**config.mk**
```make
export PLATFORM = sky130hd
export DESIGN_NAME = sli_top
export DESIGN_NICKNAME = d
export VERILOG_FILES = /design/src/sli_pkg.sv /design/src/sli_burst.sv /design/src/sli_timebase.sv /design/src/sli_top.sv
export SDC_FILE = /design/constraint.sdc
export NUM_CORES = 1
export LEC_CHECK = 0
export BUFFER_PORTS_ARGS = -buffer_cell sky130_fd_sc_hd__buf_4
export CAP_MARGIN = 20
export CORE_AREA = 2 2 116 118
export CTS_CLUSTER_SIZE = 14
export DETAILED_ROUTE_END_ITERATION = 16
export DIE_AREA = 0 0 118 120
export HOLD_SLACK_MARGIN = 0.1
export PLACE_DENSITY_LB_ADDON = 0.3
export REMOVE_ABC_BUFFERS = 1
export SLEW_MARGIN = 20
export SYNTH_ARGS = -nofsm -noshare
export SYNTH_HDL_FRONTEND = slang
export SYNTH_SLANG_ARGS = --single-unit
```
**constraint.sdc**
```tcl
create_clock -name ref_clk -period 8.65 [get_ports ref_clk]
set_input_delay 2.595 -clock ref_clk [delete_from_list [all_inputs] [get_ports ref_clk]]
set_output_delay 2.595 -clock ref_clk [all_outputs]
set_load 0.02 [all_outputs]
```
**src/sli_pkg.sv**
```systemverilog
// Constants shared by the status lamp indicator block
package sli_pkg;
	localparam int unsigned CLK_HZ        = 100_000_000;
	localparam int unsigned BLINK_HZ      = 1;
	localparam int unsigned NET_BLINK_S   = 3;
	localparam int unsigned HALF_CYCLES   = CLK_HZ / (2 * BLINK_HZ);
	localparam int unsigned NET_CYCLES    = NET_BLINK_S * CLK_HZ;
	localparam int unsigned GAP_SLOTS     = 6;
	localparam int unsigned NUM_IN        = 20;
	localparam int unsigned NUM_PAIR      = 10;
	localparam int unsigned NUM_OUT       = 8;
	localparam int unsigned NUM_SUPPLY    = 3;
	localparam logic [3:0]  CLASS_MIN     = 4'h2;
	localparam logic [3:0]  CLASS_MAX     = 4'h8;
	localparam logic [3:0]  ADDR_CTRL     = 4'h0;
	localparam logic [3:0]  ADDR_STATUS   = 4'h4;
	localparam int unsigned CTRL_NET_BIT  = 0;
	localparam int unsigned CTRL_START_BIT = 1;
	localparam logic [1:0]  RESP_OKAY     = 2'h0;
	localparam logic [1:0]  RESP_SLVERR   = 2'h2;
	localparam logic        PHASE_RESET   = 1'b0;
	typedef enum logic [1:0] {ST_NO_PROJ, ST_WAIT, ST_RUN} sli_ctrl_state_t;
endpackage : sli_pkg

```
**src/sli_burst.sv**
```systemverilog
// Error class burst generator: class pulses then a long dark gap
module sli_burst (
	input  wire logic       ref_clk,
	input  wire logic       rst,
	input  wire logic       enable,
	input  wire logic       tick,
	input  wire logic [3:0] err_class,
	output logic            red_q
);
	logic [4:0] slot_q;
	logic [4:0] last_slot;
	logic [4:0] slot_nxt;
	logic [3:0] cls;

	// class clamp, out-of-range counts as internal
	always_comb
	begin
		cls = err_class;
		if (err_class < sli_pkg::CLASS_MIN || err_class > sli_pkg::CLASS_MAX)
			cls = sli_pkg::CLASS_MAX;
		last_slot = 5'({cls, 1'b0}) + 5'(sli_pkg::GAP_SLOTS) - 5'h1;
		slot_nxt  = (slot_q >= last_slot) ? 5'h0 : slot_q + 5'h1;
	end

	always_ff @(posedge ref_clk or posedge rst)
	begin
		if (rst)
		begin
			slot_q <= 5'h0;
			red_q  <= 1'b0;
		end
		else if (!enable)
		begin
			slot_q <= 5'h0;
			red_q  <= 1'b0;
		end
		else if (tick)
		begin
			slot_q <= slot_nxt;
			red_q  <= !slot_nxt[0] && (slot_nxt < 5'({cls, 1'b0}));
		end
		else if (slot_q == 5'h0 && !red_q)
			red_q <= 1'b1;
	end

	a_burst_slots: assert property (@(posedge ref_clk) disable iff (rst)
		red_q |-> (slot_q[0] == 1'b0) && (slot_q < 5'({cls, 1'b0})))
		else $error("red pulse outside class slots");
endmodule : sli_burst

```
**src/sli_timebase.sv**
```systemverilog
// Shared blink timebase: phase toggles every half period, tick marks each toggle
module sli_timebase #(
	parameter int unsigned HALF = sli_pkg::HALF_CYCLES
) (
	input  wire logic ref_clk,
	input  wire logic rst,
	output logic      phase_q,
	output logic      tick_q
);
	logic [31:0] cnt_q;

	always_ff @(posedge ref_clk or posedge rst)
	begin
		if (rst)
		begin
			cnt_q   <= 32'h0;
			phase_q <= sli_pkg::PHASE_RESET;
			tick_q  <= 1'b0;
		end
		else if (cnt_q == 32'(HALF - 1))
		begin
			cnt_q   <= 32'h0;
			phase_q <= ~phase_q;
			tick_q  <= 1'b1;
		end
		else
		begin
			cnt_q  <= cnt_q + 32'h1;
			tick_q <= 1'b0;
		end
	end

	a_tick_toggle: assert property (@(posedge ref_clk) disable iff (rst)
		tick_q |-> phase_q != $past(phase_q))
		else $error("phase did not toggle on tick");
endmodule : sli_timebase

```
**src/sli_top.sv**
```systemverilog
// Front panel lamp driver with AXI4-Lite control and status registers
module sli_top #(
	parameter int unsigned HALF_CYCLES = sli_pkg::HALF_CYCLES,
	parameter int unsigned NET_CYCLES  = sli_pkg::NET_CYCLES
) (
	input  wire logic                        ref_clk,
	input  wire logic                        rst,
	input  wire logic                        s_axi_awvalid,
	output logic                             s_axi_awready,
	input  wire logic [3:0]                  s_axi_awaddr,
	input  wire logic                        s_axi_wvalid,
	output logic                             s_axi_wready,
	input  wire logic [31:0]                 s_axi_wdata,
	input  wire logic [3:0]                  s_axi_wstrb,
	output logic                             s_axi_bvalid,
	input  wire logic                        s_axi_bready,
	output logic [1:0]                       s_axi_bresp,
	input  wire logic                        s_axi_arvalid,
	output logic                             s_axi_arready,
	input  wire logic [3:0]                  s_axi_araddr,
	output logic                             s_axi_rvalid,
	input  wire logic                        s_axi_rready,
	output logic [31:0]                      s_axi_rdata,
	output logic [1:0]                       s_axi_rresp,
	input  wire logic                        err_active,
	input  wire logic [3:0]                  err_class,
	input  wire logic [sli_pkg::NUM_SUPPLY-1:0] supply_ok,
	input  wire logic                        project_ok,
	input  wire logic                        cfg_verified,
	input  wire logic [sli_pkg::NUM_IN-1:0]  in_level,
	input  wire logic [sli_pkg::NUM_IN-1:0]  in_configured,
	input  wire logic [sli_pkg::NUM_IN-1:0]  in_test_err,
	input  wire logic [sli_pkg::NUM_PAIR-1:0] in_two_channel,
	input  wire logic [sli_pkg::NUM_PAIR-1:0] in_pair_err,
	input  wire logic [sli_pkg::NUM_OUT-1:0] out_on,
	input  wire logic [sli_pkg::NUM_OUT-1:0] out_test_err,
	output logic                             supply_error_lamp_red_q,
	output logic                             supply_error_lamp_green_q,
	output logic                             module_state_lamp_red_q,
	output logic                             module_state_lamp_green_q,
	output logic                             verified_lamp_q,
	output logic                             network_lamp_q,
	output logic [sli_pkg::NUM_IN-1:0]       input_lamp_q,
	output logic [sli_pkg::NUM_OUT-1:0]      output_lamp_q,
	output logic                             outputs_force_off_q,
	output logic                             control_running_q
);

// Overview of operation
// - On an error the supply lamp blinks red in bursts of class pulses.
// - Pulse counts: 2 config, 3 application ... 8 internal.
// - While red error shows, all 24 V outputs are forced off.
// - No error but a supply out of range: supply lamp blinks green 1 Hz.
// - No error and all supplies in range: supply lamp steady green.
// - No project or faulty project: module lamp blinks red 1 Hz.
// - Project adopted awaiting start: green blink; started: steady green.
// - Input, pair or output fault: module lamp alternates red and green.
// - Unverified project: verified lamp blinks 1 Hz, no automatic start.
// - Verified project: verified lamp steady, automatic start after power-on.
// - Connection setup: network lamp blinks green for 3 s.
// - Single input error: lamp blinks with red module blink; unconfigured high input: lamp blinks, module lamp unaffected.
// - Two-channel pair fault: both pair lamps blink 1 Hz in alternation.
// - Input lamp without error is off when input is low.
// - Configured input lamp without error is steady green when input is high.
// - Output lamp blinks green 1 Hz on an output test error.
// - Output lamp without test error is off when output is off.
// - Verified lamp follows the retained verification flag.

	logic                        phase;
	logic                        tick;
	logic                        burst_red;
	logic                        net_req_q;
	logic                        start_req_q;
	logic [31:0]                 net_cnt_q;
	logic                        net_active;
	logic                        auto_pend_q;
	logic                        fault_any;
	logic [sli_pkg::NUM_IN-1:0]  in_lamp_d;
	logic                        wr_go;
	logic                        rd_go;
	logic                        wr_hit;
	logic                        rd_hit;
	sli_pkg::sli_ctrl_state_t    state_q;

	sli_timebase #(
		.HALF (HALF_CYCLES)
	) u_timebase (
		.ref_clk (ref_clk),
		.rst     (rst),
		.phase_q (phase),
		.tick_q  (tick)
	);

	sli_burst u_burst (
		.ref_clk   (ref_clk),
		.rst       (rst),
		.enable    (err_active),
		.tick      (tick),
		.err_class (err_class),
		.red_q     (burst_red)
	);

	// AXI4-Lite write: address and data taken together, one at a time
	assign wr_go  = s_axi_awvalid && s_axi_wvalid && !s_axi_bvalid && !s_axi_awready;
	assign wr_hit = (s_axi_awaddr == sli_pkg::ADDR_CTRL);
	assign rd_go  = s_axi_arvalid && !s_axi_rvalid && !s_axi_arready;
	assign rd_hit = (s_axi_araddr == sli_pkg::ADDR_CTRL) || (s_axi_araddr == sli_pkg::ADDR_STATUS);

	always_ff @(posedge ref_clk or posedge rst)
	begin
		if (rst)
		begin
			s_axi_awready <= 1'b0;
			s_axi_wready  <= 1'b0;
			s_axi_bvalid  <= 1'b0;
			s_axi_bresp   <= sli_pkg::RESP_OKAY;
			net_req_q     <= 1'b0;
			start_req_q   <= 1'b0;
		end
		else
		begin
			s_axi_awready <= wr_go;
			s_axi_wready  <= wr_go;
			net_req_q     <= wr_go && wr_hit && s_axi_wstrb[0]
				&& s_axi_wdata[sli_pkg::CTRL_NET_BIT];
			start_req_q   <= wr_go && wr_hit && s_axi_wstrb[0]
				&& s_axi_wdata[sli_pkg::CTRL_START_BIT];
			if (wr_go)
				s_axi_bresp <= wr_hit ? sli_pkg::RESP_OKAY : sli_pkg::RESP_SLVERR;
			if (s_axi_awready)
				s_axi_bvalid <= 1'b1;
			else if (s_axi_bready)
				s_axi_bvalid <= 1'b0;
		end
	end

	// AXI4-Lite read: status shows block state, control reads zero
	always_ff @(posedge ref_clk or posedge rst)
	begin
		if (rst)
		begin
			s_axi_arready <= 1'b0;
			s_axi_rvalid  <= 1'b0;
			s_axi_rdata   <= 32'h0;
			s_axi_rresp   <= sli_pkg::RESP_OKAY;
		end
		else
		begin
			s_axi_arready <= rd_go;
			if (rd_go)
			begin
				s_axi_rresp  <= rd_hit ? sli_pkg::RESP_OKAY : sli_pkg::RESP_SLVERR;
				s_axi_rdata  <= 32'h0;
				if (s_axi_araddr == sli_pkg::ADDR_STATUS)
					s_axi_rdata <= {22'h0, phase, net_active, control_running_q,
						outputs_force_off_q, state_q, err_active, err_class[2:0]};
			end
			if (s_axi_arready)
				s_axi_rvalid <= 1'b1;
			else if (s_axi_rready)
				s_axi_rvalid <= 1'b0;
		end
	end

	always_ff @(posedge ref_clk or posedge rst)
	begin
		if (rst)
			net_cnt_q <= 32'h0;
		else if (net_req_q)
			net_cnt_q <= 32'(NET_CYCLES);
		else if (net_cnt_q != 32'h0)
			net_cnt_q <= net_cnt_q - 32'h1;
	end
	assign net_active = (net_cnt_q != 32'h0);

	// automatic start only once after power-on and only if verified
	always_ff @(posedge ref_clk or posedge rst)
	begin
		if (rst)
		begin
			state_q     <= sli_pkg::ST_NO_PROJ;
			auto_pend_q <= 1'b1;
		end
		else
		begin
			unique case (state_q)
				sli_pkg::ST_NO_PROJ:
				begin
					if (project_ok && !err_active)
					begin
						auto_pend_q <= 1'b0;
						state_q     <= (auto_pend_q && cfg_verified) ? sli_pkg::ST_RUN
							: sli_pkg::ST_WAIT;
					end
				end
				sli_pkg::ST_WAIT:
				begin
					if (!project_ok)
						state_q <= sli_pkg::ST_NO_PROJ;
					else if (start_req_q && !err_active)
						state_q <= sli_pkg::ST_RUN;
				end
				sli_pkg::ST_RUN:
				begin
					if (!project_ok)
						state_q <= sli_pkg::ST_NO_PROJ;
					else if (err_active)
						state_q <= sli_pkg::ST_WAIT;
				end
			endcase
		end
	end

	assign fault_any = (|in_test_err) || (|(in_pair_err & in_two_channel)) || (|out_test_err);

	always_comb
	begin
		in_lamp_d = '0;
		for (int i = 0; i < int'(sli_pkg::NUM_IN); i++)
		begin
			if (in_two_channel[i/2] && (in_pair_err[i/2] || in_test_err[(i/2)*2]
				|| in_test_err[(i/2)*2+1]))
				in_lamp_d[i] = (i % 2 == 0) ? phase : ~phase;
			else if (in_test_err[i] || (!in_configured[i] && in_level[i]))
				in_lamp_d[i] = phase;
			else
				in_lamp_d[i] = in_level[i];
		end
	end

	// supply and error lamp, outputs forced off with red
	always_ff @(posedge ref_clk or posedge rst)
	begin
		if (rst)
		begin
			supply_error_lamp_red_q   <= 1'b0;
			supply_error_lamp_green_q <= 1'b0;
			outputs_force_off_q       <= 1'b0;
		end
		else
		begin
			supply_error_lamp_red_q   <= err_active && burst_red;
			outputs_force_off_q       <= err_active;
			supply_error_lamp_green_q <= !err_active && ((&supply_ok) || phase);
		end
	end

	always_ff @(posedge ref_clk or posedge rst)
	begin
		if (rst)
		begin
			module_state_lamp_red_q   <= 1'b0;
			module_state_lamp_green_q <= 1'b0;
		end
		else if (fault_any)
		begin
			module_state_lamp_red_q   <= phase;
			module_state_lamp_green_q <= ~phase;
		end
		else
		begin
			module_state_lamp_red_q   <= (state_q == sli_pkg::ST_NO_PROJ) && phase;
			module_state_lamp_green_q <= (state_q == sli_pkg::ST_RUN)
				|| ((state_q == sli_pkg::ST_WAIT) && phase);
		end
	end

	always_ff @(posedge ref_clk or posedge rst)
	begin
		if (rst)
		begin
			verified_lamp_q   <= 1'b0;
			network_lamp_q    <= 1'b0;
			control_running_q <= 1'b0;
		end
		else
		begin
			verified_lamp_q   <= cfg_verified || phase;
			network_lamp_q    <= net_active && phase;
			control_running_q <= (state_q == sli_pkg::ST_RUN);
		end
	end

	always_ff @(posedge ref_clk or posedge rst)
	begin
		if (rst)
		begin
			input_lamp_q  <= '0;
			output_lamp_q <= '0;
		end
		else
		begin
			input_lamp_q  <= in_lamp_d;
			output_lamp_q <= (out_test_err & {sli_pkg::NUM_OUT{phase}})
				| (~out_test_err & out_on);
		end
	end

	a_force_off_red: assert property (@(posedge ref_clk) disable iff (rst)
		supply_error_lamp_red_q |-> outputs_force_off_q)
		else $error("red error shown while outputs not forced off");
	a_supply_steady: assert property (@(posedge ref_clk) disable iff (rst)
		(!err_active && (&supply_ok)) |=> supply_error_lamp_green_q
			&& !supply_error_lamp_red_q)
		else $error("supply lamp not steady green");
	a_supply_blink: assert property (@(posedge ref_clk) disable iff (rst)
		(!err_active && !(&supply_ok)) |=> supply_error_lamp_green_q == $past(phase))
		else $error("supply lamp not blinking with timebase");
	a_fault_alternate: assert property (@(posedge ref_clk) disable iff (rst)
		fault_any |=> module_state_lamp_red_q != module_state_lamp_green_q)
		else $error("module lamp not alternating on fault");
	a_verified_steady: assert property (@(posedge ref_clk) disable iff (rst)
		cfg_verified [*2] |=> verified_lamp_q)
		else $error("verified lamp dark while flag set");
	a_net_window: assert property (@(posedge ref_clk) disable iff (rst)
		net_req_q |=> net_active [*8])
		else $error("network blink window ended early");
	a_out_lamp_follow: assert property (@(posedge ref_clk) disable iff (rst)
		1'b1 |=> ((output_lamp_q ^ $past(out_on)) & ~$past(out_test_err)) == 8'h00)
		else $error("output lamp does not follow output state");
	a_no_auto_start: assert property (@(posedge ref_clk) disable iff (rst)
		(state_q == sli_pkg::ST_NO_PROJ && !cfg_verified) |=> state_q != sli_pkg::ST_RUN)
		else $error("unverified project started automatically");
	for (genvar p = 0; p < int'(sli_pkg::NUM_PAIR); p++)
	begin : g_pair_chk
		a_pair_alternate: assert property (@(posedge ref_clk) disable iff (rst)
			(in_two_channel[p] && in_pair_err[p]) |=> ^input_lamp_q[2*p +: 2])
			else $error("pair lamps not alternating");
	end
endmodule : sli_top

```
### Word-level counts from Yosys, hierarchy flattened

Cells that the tools add are included.

| word-level totals | value |
|---|---|
| word-level logic and storage cells | 255 |
| ROM bits | 0 |
| bits in latches | 0 |
| memories kept | 0 |
| memory bits (writable) | 0 |
| output and inout port bits | 77 |
| register bits | 153 |

| cells by class | value |
|---|---|
| multiplexer cells | 67 |
| bitwise logic cells | 6 |
| shift operators | 0 |
| add/subtract/negate cells | 5 |
| multiply operators | 0 |
| div/mod/pow operators | 0 |
| order comparisons | 4 |
| reductions and logical operators | 137 |
| equality and inequality tests | 9 |

Operators with widths:

| cell | number |
|---|---|
| 32-bit 2-to-1 mux | 3 |
| 1-bit 2-to-1 mux | 50 |
| 1-bit logical AND | 49 |
| 1-bit logical OR | 47 |
| 32-bit by 1-bit adder with 32-bit output (second input constant) | 1 |
| 32-bit by 26-bit == test with 1-bit output (second input constant) | 1 |
| 32-bit nonzero test | 1 |
| 32-bit by 1-bit subtractor with 32-bit output (second input constant) | 1 |
| 1-bit zero test | 27 |
| 20-bit OR reduction | 1 |
| 8-bit AND | 2 |
| 2-bit 2-to-1 mux | 8 |
| 5-bit 2-to-1 mux | 3 |
| 10-bit AND | 1 |
| 10-bit 2-to-1 mux | 1 |
| 10-bit OR reduction | 1 |
| 4-bit zero test | 2 |
| 8-bit inverter | 1 |
| 8-bit OR | 1 |
| 8-bit OR reduction | 1 |
| 3-bit != test (second input constant) | 2 |
| 2-bit case mux with 3 select lines | 1 |
| 3-bit AND reduction | 2 |
| 2-bit nonzero test | 3 |
| 18 further kinds | 18 |

### Depth between registers and ports, before layout

| depth | value |
|---|---|
| depth in word-level cells | 11 |
| depth in mapped cells | 12 |

### By module

A second synthesis with hierarchy kept.

| unflattened totals | value |
|---|---|
| cell total of the unflattened synthesis | 694 |
| area, all modules | 6839.1 um^2 |

Modules (own cells, without submodules):

| module | times used | area each (um^2) | cells an instance |
|---|---|---|---|
| sli_top | 1 | 4521.8 | 458 |
| sli_timebase | 1 | 1665.3 | 160 |
| sli_burst | 1 | 651.9 | 76 |

### Worst setup path after synthesis

OpenSTA, ideal clock, no wires.

| timing | value |
|---|---|
| path type | in2reg |
| start | input port err_class[3] |
| end | register u_burst.red_q |
| data required time | 8.549 ns |
| library setup time | 0.101 ns |
| data arrival time | 4.927 ns |
| slack | 3.622 ns |
| path buffers | 0 |
| stages | 12 |
| path through | nand2b_1 inv_1 ha_1 xor2_1 ha_1 nand3_1 o221ai_1 a21oi_1 ha_1 a2111o_1 a211o_1 o32ai_1 |

| on the way | value |
|---|---|
| longest elaborated chain between the ends | 11 |
| elaborated cells between the ends (all ways) | 13 |
| those cells by class | 2 x add/sub; 4 x order compare; 4 x mux; 3 x reduce/logical |

Ends and longest elaborated chain:

| item | line | RTL |
|---|---|---|
| start, declared | sli_top.sv:26 | `input wire logic [3:0] err_class,` |
| 4-bit by 2-bit < comparator with 1-bit output / 4-bit greater-than comparator (equally long branches) | sli_burst.sv:19 | `if (err_class < sli_pkg::CLASS_MIN \|\| err_class > sli_pkg::CLASS_MAX)` |
| 1-bit logical OR | sli_burst.sv:19 |  |
| 4-bit 2-to-1 mux * | sli_burst.sv:19 |  |
| 5-bit by 3-bit adder with 5-bit output | sli_burst.sv:21 | `last_slot = 5'({cls, 1'b0}) + 5'(sli_pkg::GAP_SLOTS) - 5'h1;` |
| 5-bit by 1-bit subtractor with 5-bit output | sli_burst.sv:21 |  |
| 5-bit >= comparator | sli_burst.sv:22 | `slot_nxt = (slot_q >= last_slot) ? 5'h0 : slot_q + 5'h1;` |
| 5-bit 2-to-1 mux | sli_burst.sv:22 |  |
| 5-bit < comparator / 1-bit zero test (equally long branches) | sli_burst.sv:40 | `red_q <= !slot_nxt[0] && (slot_nxt < 5'({cls, 1'b0}));` |
| 1-bit logical AND * | sli_burst.sv:40 |  |
| 1-bit 2-to-1 mux * | sli_burst.sv:37 | `else if (tick)` |
| 1-bit 2-to-1 mux * | sli_burst.sv:32 | `else if (!enable)` |
| end signal, assigned | sli_burst.sv:40 |  |
| end, declared | sli_burst.sv:8 | `output logic red_q` |

Every way passes the cells marked *; elsewhere a longest branch is shown, timed or not.
A chain may end at the register's enable or synchronous reset.

### Worst setup path after layout

Ends and elaborated chain as after synthesis.

==> impl_metrics.ini <==
[global_routing]
grt_usage_pct = 26.1
grt_pass1_vias = 6094
antenna_found_initial = 0
grt_max_degree = 73
grt_pass1_wl_um = 29600
overflow = 0

[synth]
synth_top_family_by_area = simple AND/OR/NAND/NOR gates
synth_edf_count = 0
synth_top_area_cell = dfrtp_1
synthXorXnorAreaFrac_pct = 3.12
yosysWarnings = 0
synth_mux_area_share_pct = 4.21
synth-seq-cells = 129
synth_area_per_cell_um2 = 9.55
seq_area_frac_synth_pct = 46.0
synth_area_um2 = 7020
synthCells = 735
yosys-top-cells-area = dfrtp_1 46%, nor2_1 4.7%, o31a_1 2.7%, mux2_2 2.7%, buf_4 2.7%
synth_top_area_share_pct = 45.6
synth_compound_area_share_pct = 14.1
synth_flop_cell = dfrtp_1
yosys.area_share.simple_pct = 24.4
synthArstFlopShare_pct = 100
synth.distinct_cells = 62
synth_fa_ha_area_share_pct = 2.67

[sta]
finalHoldViolCount = 0
tns_ps = 0
final.setup_skew_ps = 5.44
setup_viol = 0
setup_ws_ps = 3620
fmax_ghz = 0.199
period_share_pct = 58.1
max_slew_margin_pct = 40.1
drv_slew = 0
worstMarginPinSlew_ps = 898
post-route-min-period_ps = 5030
rsz0062_at_grt = no

[layout]
fill_cells = 1025
seqCellArea_um2 = 3230
post-route-util_pct = 68.9
drive_above_1_share_pct = 25.7
final_nets = 1078
multiInputGateArea_um2 = 3500
n_antenna_cell = 0
syn_to_final_growth_pct = 27.4

[clock_tree]
cts_hold_buffers = 0
htreeDepth = 4
path_clk_slew_ps = 50
clockBufferDepth = 2
cts_resized = 0
cts_tree = done
numCtsBuffers = 17
clock-sinks = 129
cts-root-buf = clkbuf_16
clk_latency_ps = 410
post-cts-setup-buffers = 0

[floorplanning]
start_util_pct = 54.1
boundaryPins = 234
dieArea_um2 = 14200
rows = 42
core_um2 = 13000
die_x_um = 118
fp.dieH_um = 120

[route]
drc = 0
dr.pass1.iters = 5
ant_nets = 0
dr_total_vias = 6252
drt_iter0_drc = 424
via_per_inst = 5.71
routed_wl_um = 17700
routedWlPerCell_um = 16.1

[pwr]
p_leak_nw = 4.16
ir_worst_vdd_mv = 0.137
total_power_mw = 1.82
p_per_area_nw_per_um2 = 203

[place]
dp_hpwl_um = 12700
dp_worst_setup_slack_ps = 3210
portBuffers = 176
gp_congestion = 0.863

[critical_path]
crit_slowest_cell = o221ai_1
end_kind = flip-flop
critPathBufInv = 2
crit_family = compound AO/OA/AOI/OAI gates
cp_max_fo = 7
slowest_delay_ps = 480
critPathKind = input port to flip-flop
worst_setup_path_start_kind = input port
required_ps = 8950
rrSetupSlack_ps = 5940
arrival_ps = 5330
path_common_cell = ha_1
cp_cell_sequence = buf_4 > nand2b_1 > inv_1 > ha_1 > xor2_1 > ha_1 > nand3_1 > o221ai_1 > a21oi_1 > ha_1 > a2111o_1 > a211o_1 > o32ai_1

[outcome]
status = complete, no violations

[job]
maxCapViolCount = 0

[hold_path]
hp-class = flip-flop to flip-flop
registers in the layout, indices dropped and copies added, names as in the netlist, 2 cells and up:
name              flops
input_lamp_q         20
u_timebase.cnt_q     32
s_axi_rdata          10
u_burst.slot_q        5
state_q               2
output_lamp_q         8
net_cnt_q            32
tightest hold or removal path, delay by kind of cell (launching register included):
family	cells	cell delay [ps]
AO/OA/AOI/OAI	1	40
buffers and inverters	1	50
flip-flops	1	370
logic make-up after synthesis:
| kind of cell | count (synthesis) |
|---|---|
| simple gates | 323 |
| compound gates | 140 |
| flops | 129 |
| buf+inv | 75 |
| mux | 27 |
| xor+xnor | 25 |
| fa+ha+maj | 15 |
| other cells | 1 |
cells in the mapped netlist, types with 3 or more instances:
cell type,count
and3_1,12
ha_1,15
o311ai_0,3
mux2i_1,7
buf_2,4
a211oi_1,12
nand3_1,25
mux2_2,17
nor2b_1,20
clkbuf_1,20
o31ai_1,5
a31oi_1,4
a22oi_1,4
a21oi_1,32
and4_1,6
a22o_1,10
o31a_1,22
or4_1,14
nand4_1,23
xnor2_1,16
a21o_1,3
nor3_1,29
o21ai_0,21
inv_1,24
nor4b_1,6
xor2_1,9
nand2_1,41
a21boi_0,3
nor4_1,23
mux2_1,3
buf_4,25
and2_1,4
dfrtp_1,128
nor2_1,87
nand2b_1,6
or3_1,17
per-layer routing:
layer / global-route usage, % / share of wire, % / vias to the layer above
li1: - / - / 3003
met1: 32.1 / 41 / 2989
met2: 44.9 / 50 / 230
met3: 7.32 / 6.7 / 30
met4: 7.83 / 2.0 / 0
met5: 0 / 0 / -
report_power, final:
part           leakage (nW)  total, mW  switching (mW)  internal (mW)
logic                  2.21      0.409           0.228          0.180
registers              1.68      0.747          0.0740          0.673
clock network         0.272      0.661           0.246          0.415
final timing paths:
check                              from                 to  cells after the start
max                        err_class[3]      u_burst.red_q                     13
min                         auto_pend_q        auto_pend_q                      2
max reg2reg                net_cnt_q[4]      net_cnt_q[20]                      4
min reg2reg                 auto_pend_q        auto_pend_q                      2
max in group asynchronous           rst  u_burst.slot_q[4]                      3
min in group asynchronous           rst   input_lamp_q[10]                      2
placed cells by master, fill, tap and decap left out, drive strengths merged, types with 4 or more instances in the layout:
cell | synthesis | final
clkinv | 0 | 5
nand2b | 6 | 6
o31a | 22 | 22
mux2 | 20 | 20
ha | 15 | 15
nand4 | 23 | 23
a211oi | 13 | 13
a21oi | 32 | 32
conb | 1 | 24
o21ai | 21 | 21
dfrtp | 128 | 128
a31oi | 4 | 4
a22o | 10 | 10
and2 | 4 | 4
and4 | 6 | 6
nor4b | 6 | 6
clkbuf | 20 | 26
o311ai | 5 | 5
mux2i | 7 | 7
xor2 | 9 | 9
nor2b | 20 | 20
xnor2 | 16 | 16
or4 | 14 | 14
or3 | 18 | 18
nor4 | 24 | 24
nor3 | 31 | 31
o31ai | 5 | 5
inv | 24 | 24
buf | 31 | 180
a22oi | 4 | 4
and3 | 12 | 12
nor2 | 87 | 87
nand2 | 41 | 41
nand3 | 25 | 25
through the flow:
stage	hold WS, ps	area [um2]	instances
after floorplan	421	6820	707
after global placement	436	8380	1062
after detailed placement	444	8380	1062
after CTS	453	8930	1094
after global routing	485	8940	1095
final	454	8940	1095
layout make-up:
cell class | count | share of cell area, %
multi-input cells | 554 | 39.1
flip-flops and latches | 129 | 36.1
repair buffers | 180 | 15.2
clock buffers | 26 | 5.47
well taps | 176 | 2.46
inverters | 24 | 1.06
clock inverters | 6 | 0.616
Note: power is estimated with default switching activity, not from simulation.
